File: config.mk
export PLATFORM = sky130hd
export DESIGN_NAME = logic_trigger_evaluator
export DESIGN_NICKNAME = d
export VERILOG_FILES = /design/src/core/trig_pkg.sv /design/src/core/logic_trigger_evaluator.sv
export SDC_FILE = /design/constraint.sdc
export NUM_CORES = 1
export LEC_CHECK = 0
export BUFFER_PORTS_ARGS = -buffer_cell sky130_fd_sc_hd__buf_2
export CAP_MARGIN = 20
export CORE_MARGIN = 2
export CORE_UTILIZATION = 50
export DETAILED_ROUTE_END_ITERATION = 7
export PLACE_DENSITY_LB_ADDON = 0.25
export SLEW_MARGIN = 5
export SYNTH_ARGS = -nofsm -noshare
export SYNTH_HDL_FRONTEND = slang
export SYNTH_SLANG_ARGS = --single-unit
export TNS_END_PERCENT = 1
File: constraint.sdc
create_clock -name aclk -period 4.9 [get_ports aclk]
set_input_delay 0.49 -clock aclk [delete_from_list [all_inputs] [get_ports aclk]]
set_output_delay 0.49 -clock aclk [all_outputs]
set_load 0.03 [all_outputs]
File: src/core/trig_pkg.sv
// Constants shared by the trigger evaluator: register map and field layout.
// Assumes an AXI4-Lite master with 32-bit data in front of the block.
package trig_pkg;
  localparam int unsigned NUM_CH = 4;
  localparam int unsigned NUM_TERMS = 2;
  localparam int unsigned ADDR_W = 6;
  // Register byte offsets
  localparam logic [ADDR_W-1:0] OFS_CTRL = 6'h00;
  localparam logic [ADDR_W-1:0] OFS_FUNC_A = 6'h04;
  localparam logic [ADDR_W-1:0] OFS_FUNC_B = 6'h08;
  localparam logic [ADDR_W-1:0] OFS_STATUS = 6'h0C;
  localparam logic [ADDR_W-1:0] OFS_CMD = 6'h10;
  // Control fields
  localparam int unsigned CTRL_MODE_LO = 0; // 2 bits: 0 A, 1 B, 2 A then B
  localparam int unsigned CTRL_SEL = 2;     // Function picked by clear
  localparam int unsigned CTRL_EXTQ = 3;    // External clock qualify
  localparam int unsigned CTRL_DISP = 4;    // Display switch mode (1 chop)
  localparam int unsigned CTRL_DEN_LO = 8;  // 4 bits display enables
  localparam int unsigned CMD_CLEAR = 0;
  // Product term layout inside a 16-bit half of a function word
  localparam int unsigned TERM_W = 16;
  localparam int unsigned T_USE = 0;   // 4 bits: channel used
  localparam int unsigned T_POL = 4;   // 4 bits: 1 true level, 0 complement
  localparam int unsigned T_EDGE_EN = 8;
  localparam int unsigned T_EDGE_CH = 9; // 2 bits
  localparam int unsigned T_EDGE_RISE = 11;
  localparam logic [1:0] MODE_A = 2'h0;
  localparam logic [1:0] MODE_B = 2'h1;
  localparam logic [1:0] MODE_NEST = 2'h2;
  localparam logic [1:0] RESP_OKAY = 2'h0;
  localparam logic [1:0] RESP_SLVERR = 2'h2;
  localparam logic [31:0] FUNC_RESET = 32'h0000_0000;
endpackage

File: src/core/logic_trigger_evaluator.sv
// Four-channel Boolean trigger evaluator with AXI4-Lite programming port.
// Comparator levels and the external clock and reset arrive asynchronously.
`timescale 1ns/1ps

// Summary of operation
// Comparator high means channel true, low means false.
// Each function is the OR of two product terms.
// A term may AND any subset of the four channels.
// Each used channel has a true or complemented polarity per term.
// Unused channels have no effect on a term.
// Each term may mark one channel edge-sensitive, rising or falling.
// Edge term is true only in the cycle of the chosen transition.
// In nested mode function A sets an armed state.
// In nested mode B cannot trigger before arming.
// A trigger pulse issues when the selected expression is satisfied.
// Display switching is chopped or alternates after each sweep.
// External reset high blocks trigger and clears the armed state.
// With qualify on, triggers occur only at external clock edges.
// A and B are separate programs; clear erases the selected one.
// Edges compare the sample with the previous cycle's level.
// The trigger is a single-cycle registered pulse.
module logic_trigger_evaluator
#(
  parameter int unsigned CHANNELS = trig_pkg::NUM_CH
)
(
  input wire logic aclk,
  input wire logic aresetn,
  input wire logic clk_en,
  input wire logic [CHANNELS-1:0] comp_in,
  input wire logic ext_clock_in,
  input wire logic ext_reset_in,
  input wire logic sweep_done,
  output logic trigger_out,
  output logic armed,
  output logic [CHANNELS-1:0] display_select,
  input wire logic [trig_pkg::ADDR_W-1:0] s_axi_awaddr,
  input wire logic s_axi_awvalid,
  output logic s_axi_awready,
  input wire logic [31:0] s_axi_wdata,
  input wire logic [3:0] s_axi_wstrb,
  input wire logic s_axi_wvalid,
  output logic s_axi_wready,
  output logic [1:0] s_axi_bresp,
  output logic s_axi_bvalid,
  input wire logic s_axi_bready,
  input wire logic [trig_pkg::ADDR_W-1:0] s_axi_araddr,
  input wire logic s_axi_arvalid,
  output logic s_axi_arready,
  output logic [31:0] s_axi_rdata,
  output logic [1:0] s_axi_rresp,
  output logic s_axi_rvalid,
  input wire logic s_axi_rready
);
  import trig_pkg::*;

  // Elaboration check: the term layout is fixed at four channels
  if (CHANNELS != NUM_CH)
    $error("CHANNELS must be 4");

  typedef struct packed {
    logic [CHANNELS-1:0] ch_s1;
    logic [CHANNELS-1:0] ch_s2;
    logic [CHANNELS-1:0] ch_prev;
    logic [2:0] ext_clk_s;
    logic [1:0] ext_rst_s;
    logic [2:0] sweep_s;
    logic [31:0] func_a;
    logic [31:0] func_b;
    logic [11:0] ctrl;
    logic armed;
    logic trig;
    logic hit_prev;
    logic [CHANNELS-1:0] disp;
    logic aw_have;
    logic [ADDR_W-1:0] aw_addr;
    logic w_have;
    logic [31:0] w_data;
    logic [3:0] w_strb;
    logic bvalid;
    logic [1:0] bresp;
    logic rvalid;
    logic [31:0] rdata;
    logic [1:0] rresp;
  } state_t;

  state_t st_r;
  state_t st_nxt;

  logic [CHANNELS-1:0] rise_w;
  logic [CHANNELS-1:0] fall_w;
  logic [1:0] term_a;
  logic [1:0] term_b;
  logic fa;
  logic fb;
  logic ext_edge;
  logic ext_rst;
  logic [31:0] wmask;
  logic [31:0] wval;

  // Edges against last cycle's registered level
  // previous-sample compare
  assign rise_w = st_r.ch_s2 & ~st_r.ch_prev;
  assign fall_w = ~st_r.ch_s2 & st_r.ch_prev;
  assign ext_edge = st_r.ext_clk_s[1] & ~st_r.ext_clk_s[2];
  assign ext_rst = st_r.ext_rst_s[1];

  // Evaluate one product term; unused channels drop out of the AND
  function automatic logic eval_term(input logic [TERM_W-1:0] t,
                                     input logic [NUM_CH-1:0] lvl,
                                     input logic [NUM_CH-1:0] rs,
                                     input logic [NUM_CH-1:0] fl);
    logic [NUM_CH-1:0] match;
    logic [1:0] ec;
    logic edge_ok;
    match = ~(lvl ^ t[T_POL +: NUM_CH]) | ~t[T_USE +: NUM_CH];
    ec = t[T_EDGE_CH +: 2];
    edge_ok = t[T_EDGE_RISE] ? rs[ec] : fl[ec];
    if (t[T_USE +: NUM_CH] == '0)
      eval_term = 1'b0; // Empty term never fires
    else if (t[T_EDGE_EN])
      eval_term = edge_ok && ((match | (NUM_CH'(1) << ec)) == '1);
    else
      eval_term = (match == '1);
  endfunction

  // Per-term evaluation of both functions
  // two products per function
  // any channel subset
  // per-channel polarity
  // unused channels ignored
  // one edge channel per term
  // edge-qualified product
  // comparator high is true
  generate
    for (genvar g = 0; g < NUM_TERMS; g++)
    begin : g_term
      assign term_a[g] = eval_term(st_r.func_a[g*TERM_W +: TERM_W],
                                   st_r.ch_s2, rise_w, fall_w);
      assign term_b[g] = eval_term(st_r.func_b[g*TERM_W +: TERM_W],
                                   st_r.ch_s2, rise_w, fall_w);
    end
  endgenerate

  assign fa = |term_a;
  assign fb = |term_b;

  // Write merge under byte strobes
  assign wmask = {{8{st_r.w_strb[3]}}, {8{st_r.w_strb[2]}},
                  {8{st_r.w_strb[1]}}, {8{st_r.w_strb[0]}}};
  assign wval = st_r.w_data & wmask;

  // Next state: synchronisers, trigger logic, bus slave
  always_comb
  begin
    logic hit;
    hit = 1'b0;
    st_nxt = st_r;
    st_nxt.ch_s1 = comp_in;
    st_nxt.ch_s2 = st_r.ch_s1;
    st_nxt.ch_prev = st_r.ch_s2;
    st_nxt.ext_clk_s = {st_r.ext_clk_s[1:0], ext_clock_in};
    st_nxt.ext_rst_s = {st_r.ext_rst_s[0], ext_reset_in};
    st_nxt.sweep_s = {st_r.sweep_s[1:0], sweep_done};

    // Select expression by mode
    // pulse on satisfied expression
    unique case (st_r.ctrl[CTRL_MODE_LO +: 2])
      MODE_A: hit = fa;
      MODE_B: hit = fb;
      // B blocked until armed
      MODE_NEST: hit = st_r.armed && fb;
      default: hit = 1'b0;
    endcase
    // only at external clock edge
    if ((st_r.ctrl[CTRL_EXTQ] && !ext_edge) || ext_rst)
      hit = 1'b0;

    // Arming; firing consumes the arm so the next trigger needs A again
    // A sets armed
    if (st_r.ctrl[CTRL_MODE_LO +: 2] != MODE_NEST)
      st_nxt.armed = 1'b0;
    else if (hit)
      st_nxt.armed = 1'b0;
    else if (fa)
      st_nxt.armed = 1'b1;

    // one-cycle registered pulse
    // In modes A and B without qualify, a held expression fires once, not for as long as it stands
    st_nxt.trig = hit && !st_r.hit_prev;
    st_nxt.hit_prev = hit;
    // external reset also clears the armed state
    if (ext_rst)
      st_nxt.armed = 1'b0;

    // Display channel rotation
    // chop or alternate
    if (st_r.ctrl[CTRL_DEN_LO +: NUM_CH] == '0)
      st_nxt.disp = '0;
    else if (st_r.ctrl[CTRL_DISP] || (st_r.sweep_s[1] && !st_r.sweep_s[2])
             || (st_r.disp & st_r.ctrl[CTRL_DEN_LO +: NUM_CH]) == '0)
    begin
      st_nxt.disp = '0;
      for (int k = NUM_CH; k >= 1; k--)
        if (st_r.ctrl[CTRL_DEN_LO + ((k + onehot_idx(st_r.disp)) % NUM_CH)])
          st_nxt.disp = NUM_CH'(1) << ((k + onehot_idx(st_r.disp)) % NUM_CH);
    end

    // Write address and data accepted in either order
    if (s_axi_awvalid && !st_r.aw_have)
    begin
      st_nxt.aw_have = 1'b1;
      st_nxt.aw_addr = s_axi_awaddr;
    end
    if (s_axi_wvalid && !st_r.w_have)
    begin
      st_nxt.w_have = 1'b1;
      st_nxt.w_data = s_axi_wdata;
      st_nxt.w_strb = s_axi_wstrb;
    end
    if (st_r.bvalid && s_axi_bready)
      st_nxt.bvalid = 1'b0;
    if (st_r.aw_have && st_r.w_have && !st_r.bvalid)
    begin
      st_nxt.aw_have = 1'b0;
      st_nxt.w_have = 1'b0;
      st_nxt.bvalid = 1'b1;
      st_nxt.bresp = RESP_OKAY;
      unique case ({st_r.aw_addr[ADDR_W-1:2], 2'b00})
        OFS_CTRL: st_nxt.ctrl = (st_r.ctrl & ~wmask[11:0]) | wval[11:0];
        OFS_FUNC_A: st_nxt.func_a = (st_r.func_a & ~wmask) | wval;
        OFS_FUNC_B: st_nxt.func_b = (st_r.func_b & ~wmask) | wval;
        OFS_STATUS: ;
        OFS_CMD:
        begin
          // clear selected function
          if (wval[CMD_CLEAR] && !st_r.ctrl[CTRL_SEL])
            st_nxt.func_a = FUNC_RESET;
          else if (wval[CMD_CLEAR])
            st_nxt.func_b = FUNC_RESET;
        end
        default: st_nxt.bresp = RESP_SLVERR;
      endcase
    end

    // Read channel
    if (st_r.rvalid && s_axi_rready)
      st_nxt.rvalid = 1'b0;
    if (s_axi_arvalid && !st_r.rvalid)
    begin
      st_nxt.rvalid = 1'b1;
      st_nxt.rresp = RESP_OKAY;
      unique case ({s_axi_araddr[ADDR_W-1:2], 2'b00})
        OFS_CTRL: st_nxt.rdata = {20'h0_0000, st_r.ctrl};
        OFS_FUNC_A: st_nxt.rdata = st_r.func_a;
        OFS_FUNC_B: st_nxt.rdata = st_r.func_b;
        OFS_STATUS: st_nxt.rdata = {22'h00_0000, st_r.disp, st_r.ch_s2,
                                    st_r.armed, ext_rst};
        OFS_CMD: st_nxt.rdata = 32'h0000_0000;
        default:
        begin
          st_nxt.rdata = 32'h0000_0000;
          st_nxt.rresp = RESP_SLVERR;
        end
      endcase
    end
  end

  // Index of the one-hot display select, zero when none
  function automatic int unsigned onehot_idx(input logic [NUM_CH-1:0] v);
    onehot_idx = 0;
    for (int i = 0; i < NUM_CH; i++)
      if (v[i])
        onehot_idx = i;
  endfunction

  // Single state register; clock enable freezes everything
  always_ff @(posedge aclk)
  begin
    if (!aresetn)
      st_r <= '0;
    else if (clk_en)
      st_r <= st_nxt;
  end

  assign trigger_out = st_r.trig;
  assign armed = st_r.armed;
  assign display_select = st_r.disp;
  assign s_axi_awready = !st_r.aw_have;
  assign s_axi_wready = !st_r.w_have;
  assign s_axi_bvalid = st_r.bvalid;
  assign s_axi_bresp = st_r.bresp;
  assign s_axi_arready = !st_r.rvalid;
  assign s_axi_rvalid = st_r.rvalid;
  assign s_axi_rdata = st_r.rdata;
  assign s_axi_rresp = st_r.rresp;

  // trigger never two cycles long
  property p_pulse;
    @(posedge aclk) disable iff (!aresetn)
    clk_en && st_r.trig |=> !st_r.trig;
  endproperty
  a_pulse: assert property (p_pulse) else $error("trigger mis-timed");
  property p_ext_rst;
    @(posedge aclk) disable iff (!aresetn)
    clk_en && ext_rst |=> !st_r.trig && !st_r.armed;
  endproperty
  a_ext_rst: assert property (p_ext_rst) else $error("reset leak");
  property p_nest;
    @(posedge aclk) disable iff (!aresetn)
    clk_en && st_r.ctrl[1:0] == MODE_NEST && !st_r.armed
      |=> !st_r.trig;
  endproperty
  a_nest: assert property (p_nest) else $error("unarmed B fired");
  property p_arm;
    @(posedge aclk) disable iff (!aresetn)
    clk_en && st_r.ctrl[1:0] == MODE_NEST && fa && !ext_rst
      && !st_nxt.hit_prev |=> st_r.armed;
  endproperty
  a_arm: assert property (p_arm) else $error("A did not arm");
  property p_mode_a;
    @(posedge aclk) disable iff (!aresetn)
    clk_en && st_r.ctrl[3:0] == {2'b00, MODE_A} && fa && !ext_rst
      && !st_r.hit_prev |=> st_r.trig;
  endproperty
  a_mode_a: assert property (p_mode_a) else $error("A missed");
  property p_extq;
    @(posedge aclk) disable iff (!aresetn)
    clk_en && st_r.ctrl[CTRL_EXTQ] && !ext_edge |=> !st_r.trig;
  endproperty
  a_extq: assert property (p_extq) else $error("unqualified trig");
  property p_edge;
    @(posedge aclk) disable iff (!aresetn)
    st_r.func_a[T_EDGE_EN] && rise_w == '0 && fall_w == '0
      |-> !term_a[0];
  endproperty
  a_edge: assert property (p_edge) else $error("edge term on level");
  property p_unused;
    @(posedge aclk) disable iff (!aresetn)
    st_r.func_a[T_USE +: NUM_CH] == '0 |-> !term_a[0];
  endproperty
  a_unused: assert property (p_unused) else $error("empty term true");
endmodule

==> results of run 1 <==
==> power groups by stage <==
stage	logic, W	clock network [W]	registers, W
5_1_grt	0.000187	0.00143	0.00153
2_1_floorplan	0.000125	0	0.00154
4_1_cts	0.000170	0.00137	0.00152
3_3_place_gp	0.000167	0	0.00156
6_report	0.000168	0.00135	0.00152
3_5_place_dp	0.000169	0	0.00156
==> through the flow <==
| step | cells | util | total power (W) | setup WS (ns) | cell area [sq um] |
|---|---|---|---|---|---|
| after floorplan | 970 | - | 0.001669 | 2.519 | 8867 |
| after global placement | 1201 | 0.5283 | 0.001724 | 1.875 | 9138 |
| after detailed placement | 1201 | 0.5283 | 0.001727 | 1.875 | 9138 |
| after CTS | 1233 | 0.5623 | 0.003063 | 2.121 | 9726 |
| after global routing | 1233 | 0.5623 | 0.003148 | 1.882 | 9726 |
| final | 1233 | 0.5623 | 0.003038 | 2.094 | 9726 |
==> layer usage <==
layer / track usage / part of all wire / wire [um]
met5: 0 / 0 / 0
met3: 0.05741 / 0.074 / 1577
met1: 0.3281 / 0.47 / 10080
met4: 0.07732 / 0.018 / 383
met2: 0.3507 / 0.43 / 9224
==> synthesized netlist by cell type, types with 3 or more instances <==
library cell / number
nand4_1: 3
nand3_1: 23
mux4_2: 15
o31ai_1: 5
xor2_1: 16
nand2_1: 133
nand2b_1: 6
clkbuf_1: 49
dfxtp_1: 181
buf_4: 40
mux2i_1: 29
ha_1: 6
o21ai_0: 33
a21boi_0: 50
nor3b_1: 3
nor2_1: 11
mux4_1: 3
a22oi_1: 98
inv_1: 13
nor2b_4: 3
o21ai_1: 11
nand4b_1: 4
a32oi_1: 8
a211oi_1: 4
buf_2: 10
nor2b_1: 109
and2_1: 32
a21oi_1: 8
nor3_1: 4
buf_6: 5
nand3b_1: 4
nor4_1: 4
==> cell type report <==
class,count,area [sq um],area share
clock buffer,20,466.7,0.04799
timing repair buffer,113,593.1,0.06098
multi-input combinational,669,4591,0.4720
tap,225,281.5,0.02895
clock inverter,12,121.4,0.01248
sequential,181,3623,0.3726
inverter,13,48.80,0.005017
==> registers in the layout (all words and copies together) (netlist names), named ones only <==
register,flops
st_r,113
display_select,4
s_axi_bresp,1
s_axi_rresp,1
ext_rst,1
s_axi_rvalid,1
armed,1
s_axi_bvalid,1
trigger_out,1
st_nxt,13
s_axi_rdata,32
==> logic make-up (layout without fill, tap and decap cells) <==
kind of cell    Yosys count  in the layout
compound gates          241            241
xor+xnor                 16             16
fa+ha+maj                 6              6
buf+inv                 120            158
flops                   181            181
mux                      49             49
other cells               1              2
simple gates            355            355
==> path summary, 6_finish.rpt <==
path	start	endpoint	slack (ns)
setup / recovery	display_select[2]	display_select[0]	2.09
hold / removal	s_axi_wdata[4]	st_r[46]	0.30
setup reg to reg	display_select[2]	display_select[0]	2.09
hold reg to reg	flip-flop	flip-flop	0.47
==> worst min-delay path: stages <==
cell,delay [ns]
buf_2,0.09
nand2_1,0.04
a21boi_0,0.06
==> impl_metrics.tcl, run 1 <==
set metrics [dict create \
    outcome "completed" \
    synth-xor-area-share 0.01581 \
    syn_avg_cell_area_sq_um 9.147 \
    path_clk_slew_ns 0.07 \
    cp_slowest_cell "mux4_2" \
    fillerInstances 1571 \
    clockRootBuffer "clkbuf_16" \
    yosysWarnings 0 \
    fp.dieH_um 137.1 \
    first_global_vias 6528 \
    cts-resized-gates 0 \
    synth-edff-count 0 \
    layout_common_cells "dfxtp_1 (181), nand2_1 (133), nor2b_1 (109)" \
    synth_compound_area_frac 0.1935 \
    vdd_drop_max_v 0.0002200 \
    end_kind "flip-flop" \
    syn_area_sq_um 8864 \
    min_delay_path_depth 3 \
    post-route-period-util 0.5726 \
    areaGrowthSynthToFinish_pct 9.726 \
    min_path_type "input pin to flip-flop" \
    synth_mux_area_frac 0.08230 \
    slew_headroom 0.3552 \
    r2r_cells 8 \
    seqPwrFrac 0.502 \
    grt_pass1_wl_mm 34.09 \
    nNetsFinal 1064 \
    die_w_um 137.1 \
    startpoint_type "flip-flop" \
    h-tree-depth 4 \
    critical_path_class "flip-flop to flip-flop" \
    switchingPower_w 0.0007210 \
    rsz0062_at_grt "false" \
    final_max_slew_viol_count 0 \
    async_flop_share 0 \
    fin_tns_setup_ns 0 \
    worst_slew_pin_slew_ns 0.9598 \
    drv_cap 0 \
    port_buffers 103 \
    gr-total-overflow 0 \
    clockBufferDepth 2 \
    top_level_ports 110 \
    p_int_w 0.002317 \
    antenna_found_initial 0 \
    path_delay_family "simple AND/OR/NAND/NOR gates" \
    cp_max_fo 8 \
    holdWs_ns 0.2979 \
    power_density_nw_per_um2 312.4 \
    synth-seq-cells 181 \
    worstSetupPathDepth 8 \
    drt-initial-drc-count 603 \
    drtAntennaViolNets 0 \
    place.gp.congestion 0.8930 \
    clkPwrFrac 0.443 \
    cts.sinks 181 \
    drive_gt1_frac 0.1756 \
    clk_latency_ns 0.44 \
    p_sw_frac 0.2373 \
    cts_setup_buffers 0 \
    path_buf_inv 2 \
    numCtsBuffers 17 \
    netlist_instances 969 \
    fmax_mhz 356.4 \
    core_area_sq_um 17300 \
    final-setup-viol-count 0 \
    start_util 0.5124 \
    die_area_sq_um 18810 \
    yosys.area_share.adder 0.008470 \
    yosysUniqueCellTypes 66 \
    drc 0 \
    hpwl_mm 14.42 \
    avgViaCountPerCell 5.709 \
    p_leak_nw 3.571 \
    synth_top_area_cell "dfxtp_1" \
    synth_ff_type "dfxtp_1" \
    grt_use_total 0.2335 \
    cp_common_cell "inv_1" \
    power_frac_comb 0.055 \
    cts_tree "built" \
    critical_path_arrival_ns 3.16 \
    routedWlPerCell_um 17.25 \
    final_common_cell "dfxtp_1" \
    diodes 0 \
    drt-total-wl_mm 21.27 \
    drt-pass1-iter-count 5 \
    hold_buffers 0 \
    cpPeakStageDelay_ns 0.58 \
    ys_seq_area_frac 0.4088 \
    period_needed_ns 2.806 \
    fin_skew_ns 0.009760 \
    cp_data_required_time_ns 5.26 \
    worstPathCellList "inv_1, a21oi_2, inv_1, ha_1, nor2_1, mux4_2, or3_1, o221ai_1" \
    fp-row-count 48 \
    synth_simple_gate_area_frac 0.2157 \
    grt_max_degree 102 \
    synth_top_area_share 0.4088 \
    via_count 7039 \
    synthTopCellsByArea "dfxtp_1 (41%), a22oi_1 (8.3%), nor2b_1 (7.7%), nand2_1 (5.6%), a21boi_0 (4.2%)" \
    hold_viol_final 0 \
    synth_top_family_by_area "simple AND/OR/NAND/NOR gates" \
]
Power figures use the tool's default switching activity.
==> run 2, diff against run 1 <==
- clock period: 4.9 -> 2.8 ns (I/O delays scaled with it)
==> impl_metrics.tcl, run 2 (synthesis gave the netlist of run 1 again) <==
set metrics [dict create \
    outcome "completed" \
    path_buf_inv 2 \
    fp.dieH_um 137.1 \
    gr-total-overflow 0 \
    place.gp.congestion 0.9034 \
    routedWlPerCell_um 17.49 \
    drv_cap 0 \
    placedInstanceArea_sq_um 9220 \
    hold_buffers 0 \
    period_needed_ns 2.486 \
    drive_gt1_frac 0.1825 \
    post-place-ws_ns 0.3306 \
    drt-initial-drc-count 595 \
    final_common_cell "dfxtp_1" \
    path_clk_slew_ns 0.07 \
    startpoint_type "flip-flop" \
    cts_tree "built" \
    cts-resized-gates 0 \
    via_count 7101 \
    hold_viol_final 0 \
    diodes 0 \
    drtAntennaViolNets 0 \
    port_buffers 103 \
    min_path_type "input pin to flip-flop" \
    worstPathCellList "inv_1, a21oi_2, inv_1, ha_1, nor2_1, mux4_2, or3_1, o221ai_1" \
    final-setup-viol-count 0 \
    drc 0 \
    p_leak_nw 3.637 \
    cts_setup_buffers 0 \
    drt-total-wl_mm 21.75 \
    post-route-period-util 0.8878 \
    fin_cells 1244 \
    avgViaCountPerCell 5.708 \
    fp-row-count 48 \
    critical_path_class "flip-flop to flip-flop" \
    cp_max_fo 7 \
    regMostFlops "st_r" \
    vdd_drop_max_v 0.0004355 \
    grt_max_degree 81 \
    first_global_vias 6582 \
    wl_met3_mm 1.402 \
    final_max_slew_viol_count 0 \
    top_level_ports 110 \
    cp_common_cell "inv_1" \
    rsz0062_at_grt "false" \
    grt_use_total 0.2374 \
    clk_latency_ns 0.44 \
    fin_ws_ns 0.3142 \
    die_w_um 137.1 \
    design_area_sq_um 9843 \
    end_kind "flip-flop" \
    largest_reg_flops 113 \
    h-tree-depth 4 \
    layout_common_cells "dfxtp_1 (181), nand2_1 (133), nor2b_1 (109)" \
    dpl.cell_count 1212 \
    critical_path_arrival_ns 2.84 \
    numCtsBuffers 17 \
    nNetsFinal 1075 \
    fin_skew_ns 0.01026 \
    slew_headroom 0.5159 \
    die_area_sq_um 18810 \
    clockRootBuffer "clkbuf_16" \
    clockBufferDepth 2 \
    areaGrowthSynthToFinish_pct 11.05 \
    grt_pass1_wl_mm 34.87 \
    power_density_nw_per_um2 558.0 \
    wl_met2_mm 9.651 \
    fin_tns_setup_ns 0 \
    m1WireLength_mm 10.28 \
    fmax_mhz 402.3 \
    antenna_found_initial 0 \
    worst_slew_pin_slew_ns 0.7212 \
    path_delay_family "multiplexers" \
    cp_slowest_cell "mux4_2" \
    start_util 0.5124 \
    cts.sinks 181 \
    cpPeakStageDelay_ns 0.57 \
    hpwl_mm 14.75 \
    drt-pass1-iter-count 6 \
    utilization 0.5691 \
    cp_data_required_time_ns 3.15 \
    top_layer "met4" \
    core_area_sq_um 17300 \
]
## run 2: routing by layer
layer,up-vias,global-route usage
li1,3465,-
met1,3341,0.3377
met2,265,0.3621
met3,30,0.04630
met4,0,0.07560
met5,-,0
## run 2: power by group
group | switching, W | internal (W)
clock | 0.00101 | 0.00152
combinational | 0.000172 | 0.000130
sequential | 0.0000479 | 0.00262
## run 2: worst reg2reg max path: stages (launching register included)
cell and delay [ns]:
dfxtp_1 0.46, inv_1 0.12, a21oi_2 0.16, inv_1 0.13
ha_1 0.24, nor2_1 0.15, mux4_2 0.57, or3_1 0.41
o221ai_1 0.16
## run 2: path summary, 6_finish.rpt
check                                          to         startpoint  cells after the start  slack (ns)
worst max-delay path            display_select[0]  display_select[2]                      8        0.31
worst min-delay path                     st_r[68]    s_axi_wdata[26]                      3        0.08
worst max register to register  display_select[0]  display_select[2]                      8        0.31
worst min register to register          flip-flop          flip-flop                      2        0.48
## run 2: final cells by class
type / instances / area [sq um]
clock buffer: 20 / 446.7
fill: 1624 / 7453
sequential: 181 / 3623
clock inverter: 12 / 176.4
timing repair buffer: 124 / 675.6
inverter: 13 / 48.80
multi-input combinational: 669 / 4591
tap: 225 / 281.5
## run 2: per-stage QoR
stage	hold slack (ns)	total power (W)
6_report	0.08244	0.005493
5_1_grt	0.09295	0.005667
4_1_cts	0.07532	0.005535
3_5_place_dp	0.4689	0.003025
3_3_place_gp	0.4661	0.003020
2_1_floorplan	0.4248	0.002921
==> run 3, diff against run 2 <==
- CTS_BUF_LIST: default -> sky130_fd_sc_hd__clkbuf_16
==> impl_metrics.tcl, run 3 (synthesis gave the netlist of run 1 again) <==
set metrics [dict create \
    outcome "completed" \
    drt-pass1-iter-count 6 \
    place.gp.congestion 0.9034 \
    core_area_sq_um 17300 \
    worst_slew_pin_slew_ns 0.7057 \
    drt-total-wl_mm 21.85 \
    min_path_type "input pin to flip-flop" \
    gr-total-overflow 0 \
    antenna_found_initial 0 \
    areaGrowthSynthToFinish_pct 10.94 \
    regToRegSetupSlack_ns 0.32 \
    via_count 7085 \
    placedInstanceArea_sq_um 9220 \
    critical_path_class "flip-flop to flip-flop" \
    grt_pass1_wl_mm 34.90 \
    cpPeakStageDelay_ns 0.57 \
    r2r_cells 8 \
    cts_setup_buffers 0 \
    design_area_sq_um 9833 \
    top_level_ports 110 \
    h-tree-depth 4 \
    hold_start "s_axi_wdata[26]" \
    rsz0062_at_grt "false" \
    drt-initial-drc-count 606 \
    layout_common_cells "dfxtp_1 (181), nand2_1 (133), nor2b_1 (109)" \
    clk_latency_ns 0.44 \
    fp-row-count 48 \
    final_common_cell "dfxtp_1" \
    routedWlPerCell_um 17.56 \
    die_area_sq_um 18810 \
    fmax_mhz 403.0 \
    end_kind "flip-flop" \
    critical_path_arrival_ns 2.84 \
    worstPathCellList "inv_1, a21oi_2, inv_1, ha_1, nor2_1, mux4_2, or3_1, o221ai_1" \
    drv_cap 0 \
    vdd_drop_max_v 0.0004387 \
    reg2reg_from "display_select[2]" \
    numCtsBuffers 17 \
    p_leak_nw 3.640 \
    cp_data_required_time_ns 3.16 \
    regMostFlops "st_r" \
    hpwl_mm 14.75 \
    grt_max_degree 81 \
    drc 0 \
    nNetsFinal 1075 \
    fin_skew_ns 0.009050 \
    cp_max_fo 7 \
    fillerInstances 1627 \
    fp.dieH_um 137.1 \
    cp_common_cell "inv_1" \
    start_util 0.5124 \
    post-route-period-util 0.8861 \
    path_clk_slew_ns 0.07 \
    clockRootBuffer "clkbuf_16" \
    grt_use_total 0.2376 \
    startpoint_type "flip-flop" \
    power_density_nw_per_um2 555.2 \
    avgViaCountPerCell 5.695 \
    first_global_vias 6592 \
    min_delay_path_depth 3 \
    die_w_um 137.1 \
    hold_buffers 0 \
    slew_headroom 0.5264 \
    final_max_slew_viol_count 0 \
    clockBufferDepth 2 \
    min_to "st_r[68]" \
    drive_gt1_frac 0.1816 \
    diodes 0 \
    hold_viol_final 0 \
    final-setup-viol-count 0 \
    fin_tns_setup_ns 0 \
    port_buffers 103 \
    cts_tree "built" \
    drtAntennaViolNets 0 \
    cts-resized-gates 0 \
    reg2reg_to "display_select[0]" \
    period_needed_ns 2.481 \
    cp_slowest_cell "mux4_2" \
    largest_reg_flops 113 \
    cts.sinks 181 \
]
## run 3: layer usage
| metal | track usage | wire length, um | up-vias |
|---|---|---|---|
| li1 | - | - | 3465 |
| met1 | 0.3382 | 10390 | 3342 |
| met4 | 0.07560 | 405 | 0 |
| met3 | 0.04630 | 1356 | 30 |
| met2 | 0.3621 | 9697 | 248 |
| met5 | 0 | 0 | - |
## run 3: worst max-delay path, delay by kind of cell (launching register included)
kind | cells | cell delay, ns
multiplexers | 1 | 0.57
AND/OR/NAND/NOR | 2 | 0.56
flip-flops | 1 | 0.46
AO/OA/AOI/OAI | 2 | 0.32
buffers and inverters | 2 | 0.25
adder cells (fa/ha/maj) | 1 | 0.24
## run 3: metrics by stage
stage	power, W	setup slack, ns	hold WS, ns	instances	utilization
floorplan	0.002921	0.4189	0.4248	970	-
global placement	0.003020	0.3705	0.4661	1212	0.5331
detailed placement	0.003025	0.3306	0.4689	1212	0.5331
CTS	0.005501	0.2987	0.07472	1244	0.5685
global route	0.005634	0.1313	0.09263	1244	0.5685
finish	0.005459	0.3189	0.08226	1244	0.5685
## run 3: power breakdown
group | total (W) | internal, W | switching (W)
sequential | 0.00267 | 0.00262 | 0.0000482
clock | 0.00249 | 0.00148 | 0.00101
combinational | 0.000301 | 0.000130 | 0.000171
total | 0.00546 | 0.00423 | 0.00123
## run 3: worst max-delay path by stage
stage	to	depth (start not counted)	startpoint
3_3_place_gp	display_select[0]	8	display_select[2]
6_report	display_select[0]	8	display_select[2]
2_1_floorplan	display_select[0]	8	display_select[2]
4_1_cts	display_select[0]	8	display_select[2]
5_1_grt	display_select[0]	8	display_select[2]
3_5_place_dp	display_select[0]	8	display_select[2]
## run 3: cell type report
class | instances | area, sq um | share of cell area
multi-input combinational | 669 | 4591 | 0.4669
sequential | 181 | 3623 | 0.3685
timing repair buffer | 124 | 675.6 | 0.06871
clock buffer | 17 | 425.4 | 0.04326
tap | 225 | 281.5 | 0.02863
clock inverter | 15 | 187.7 | 0.01909
inverter | 13 | 48.80 | 0.004962
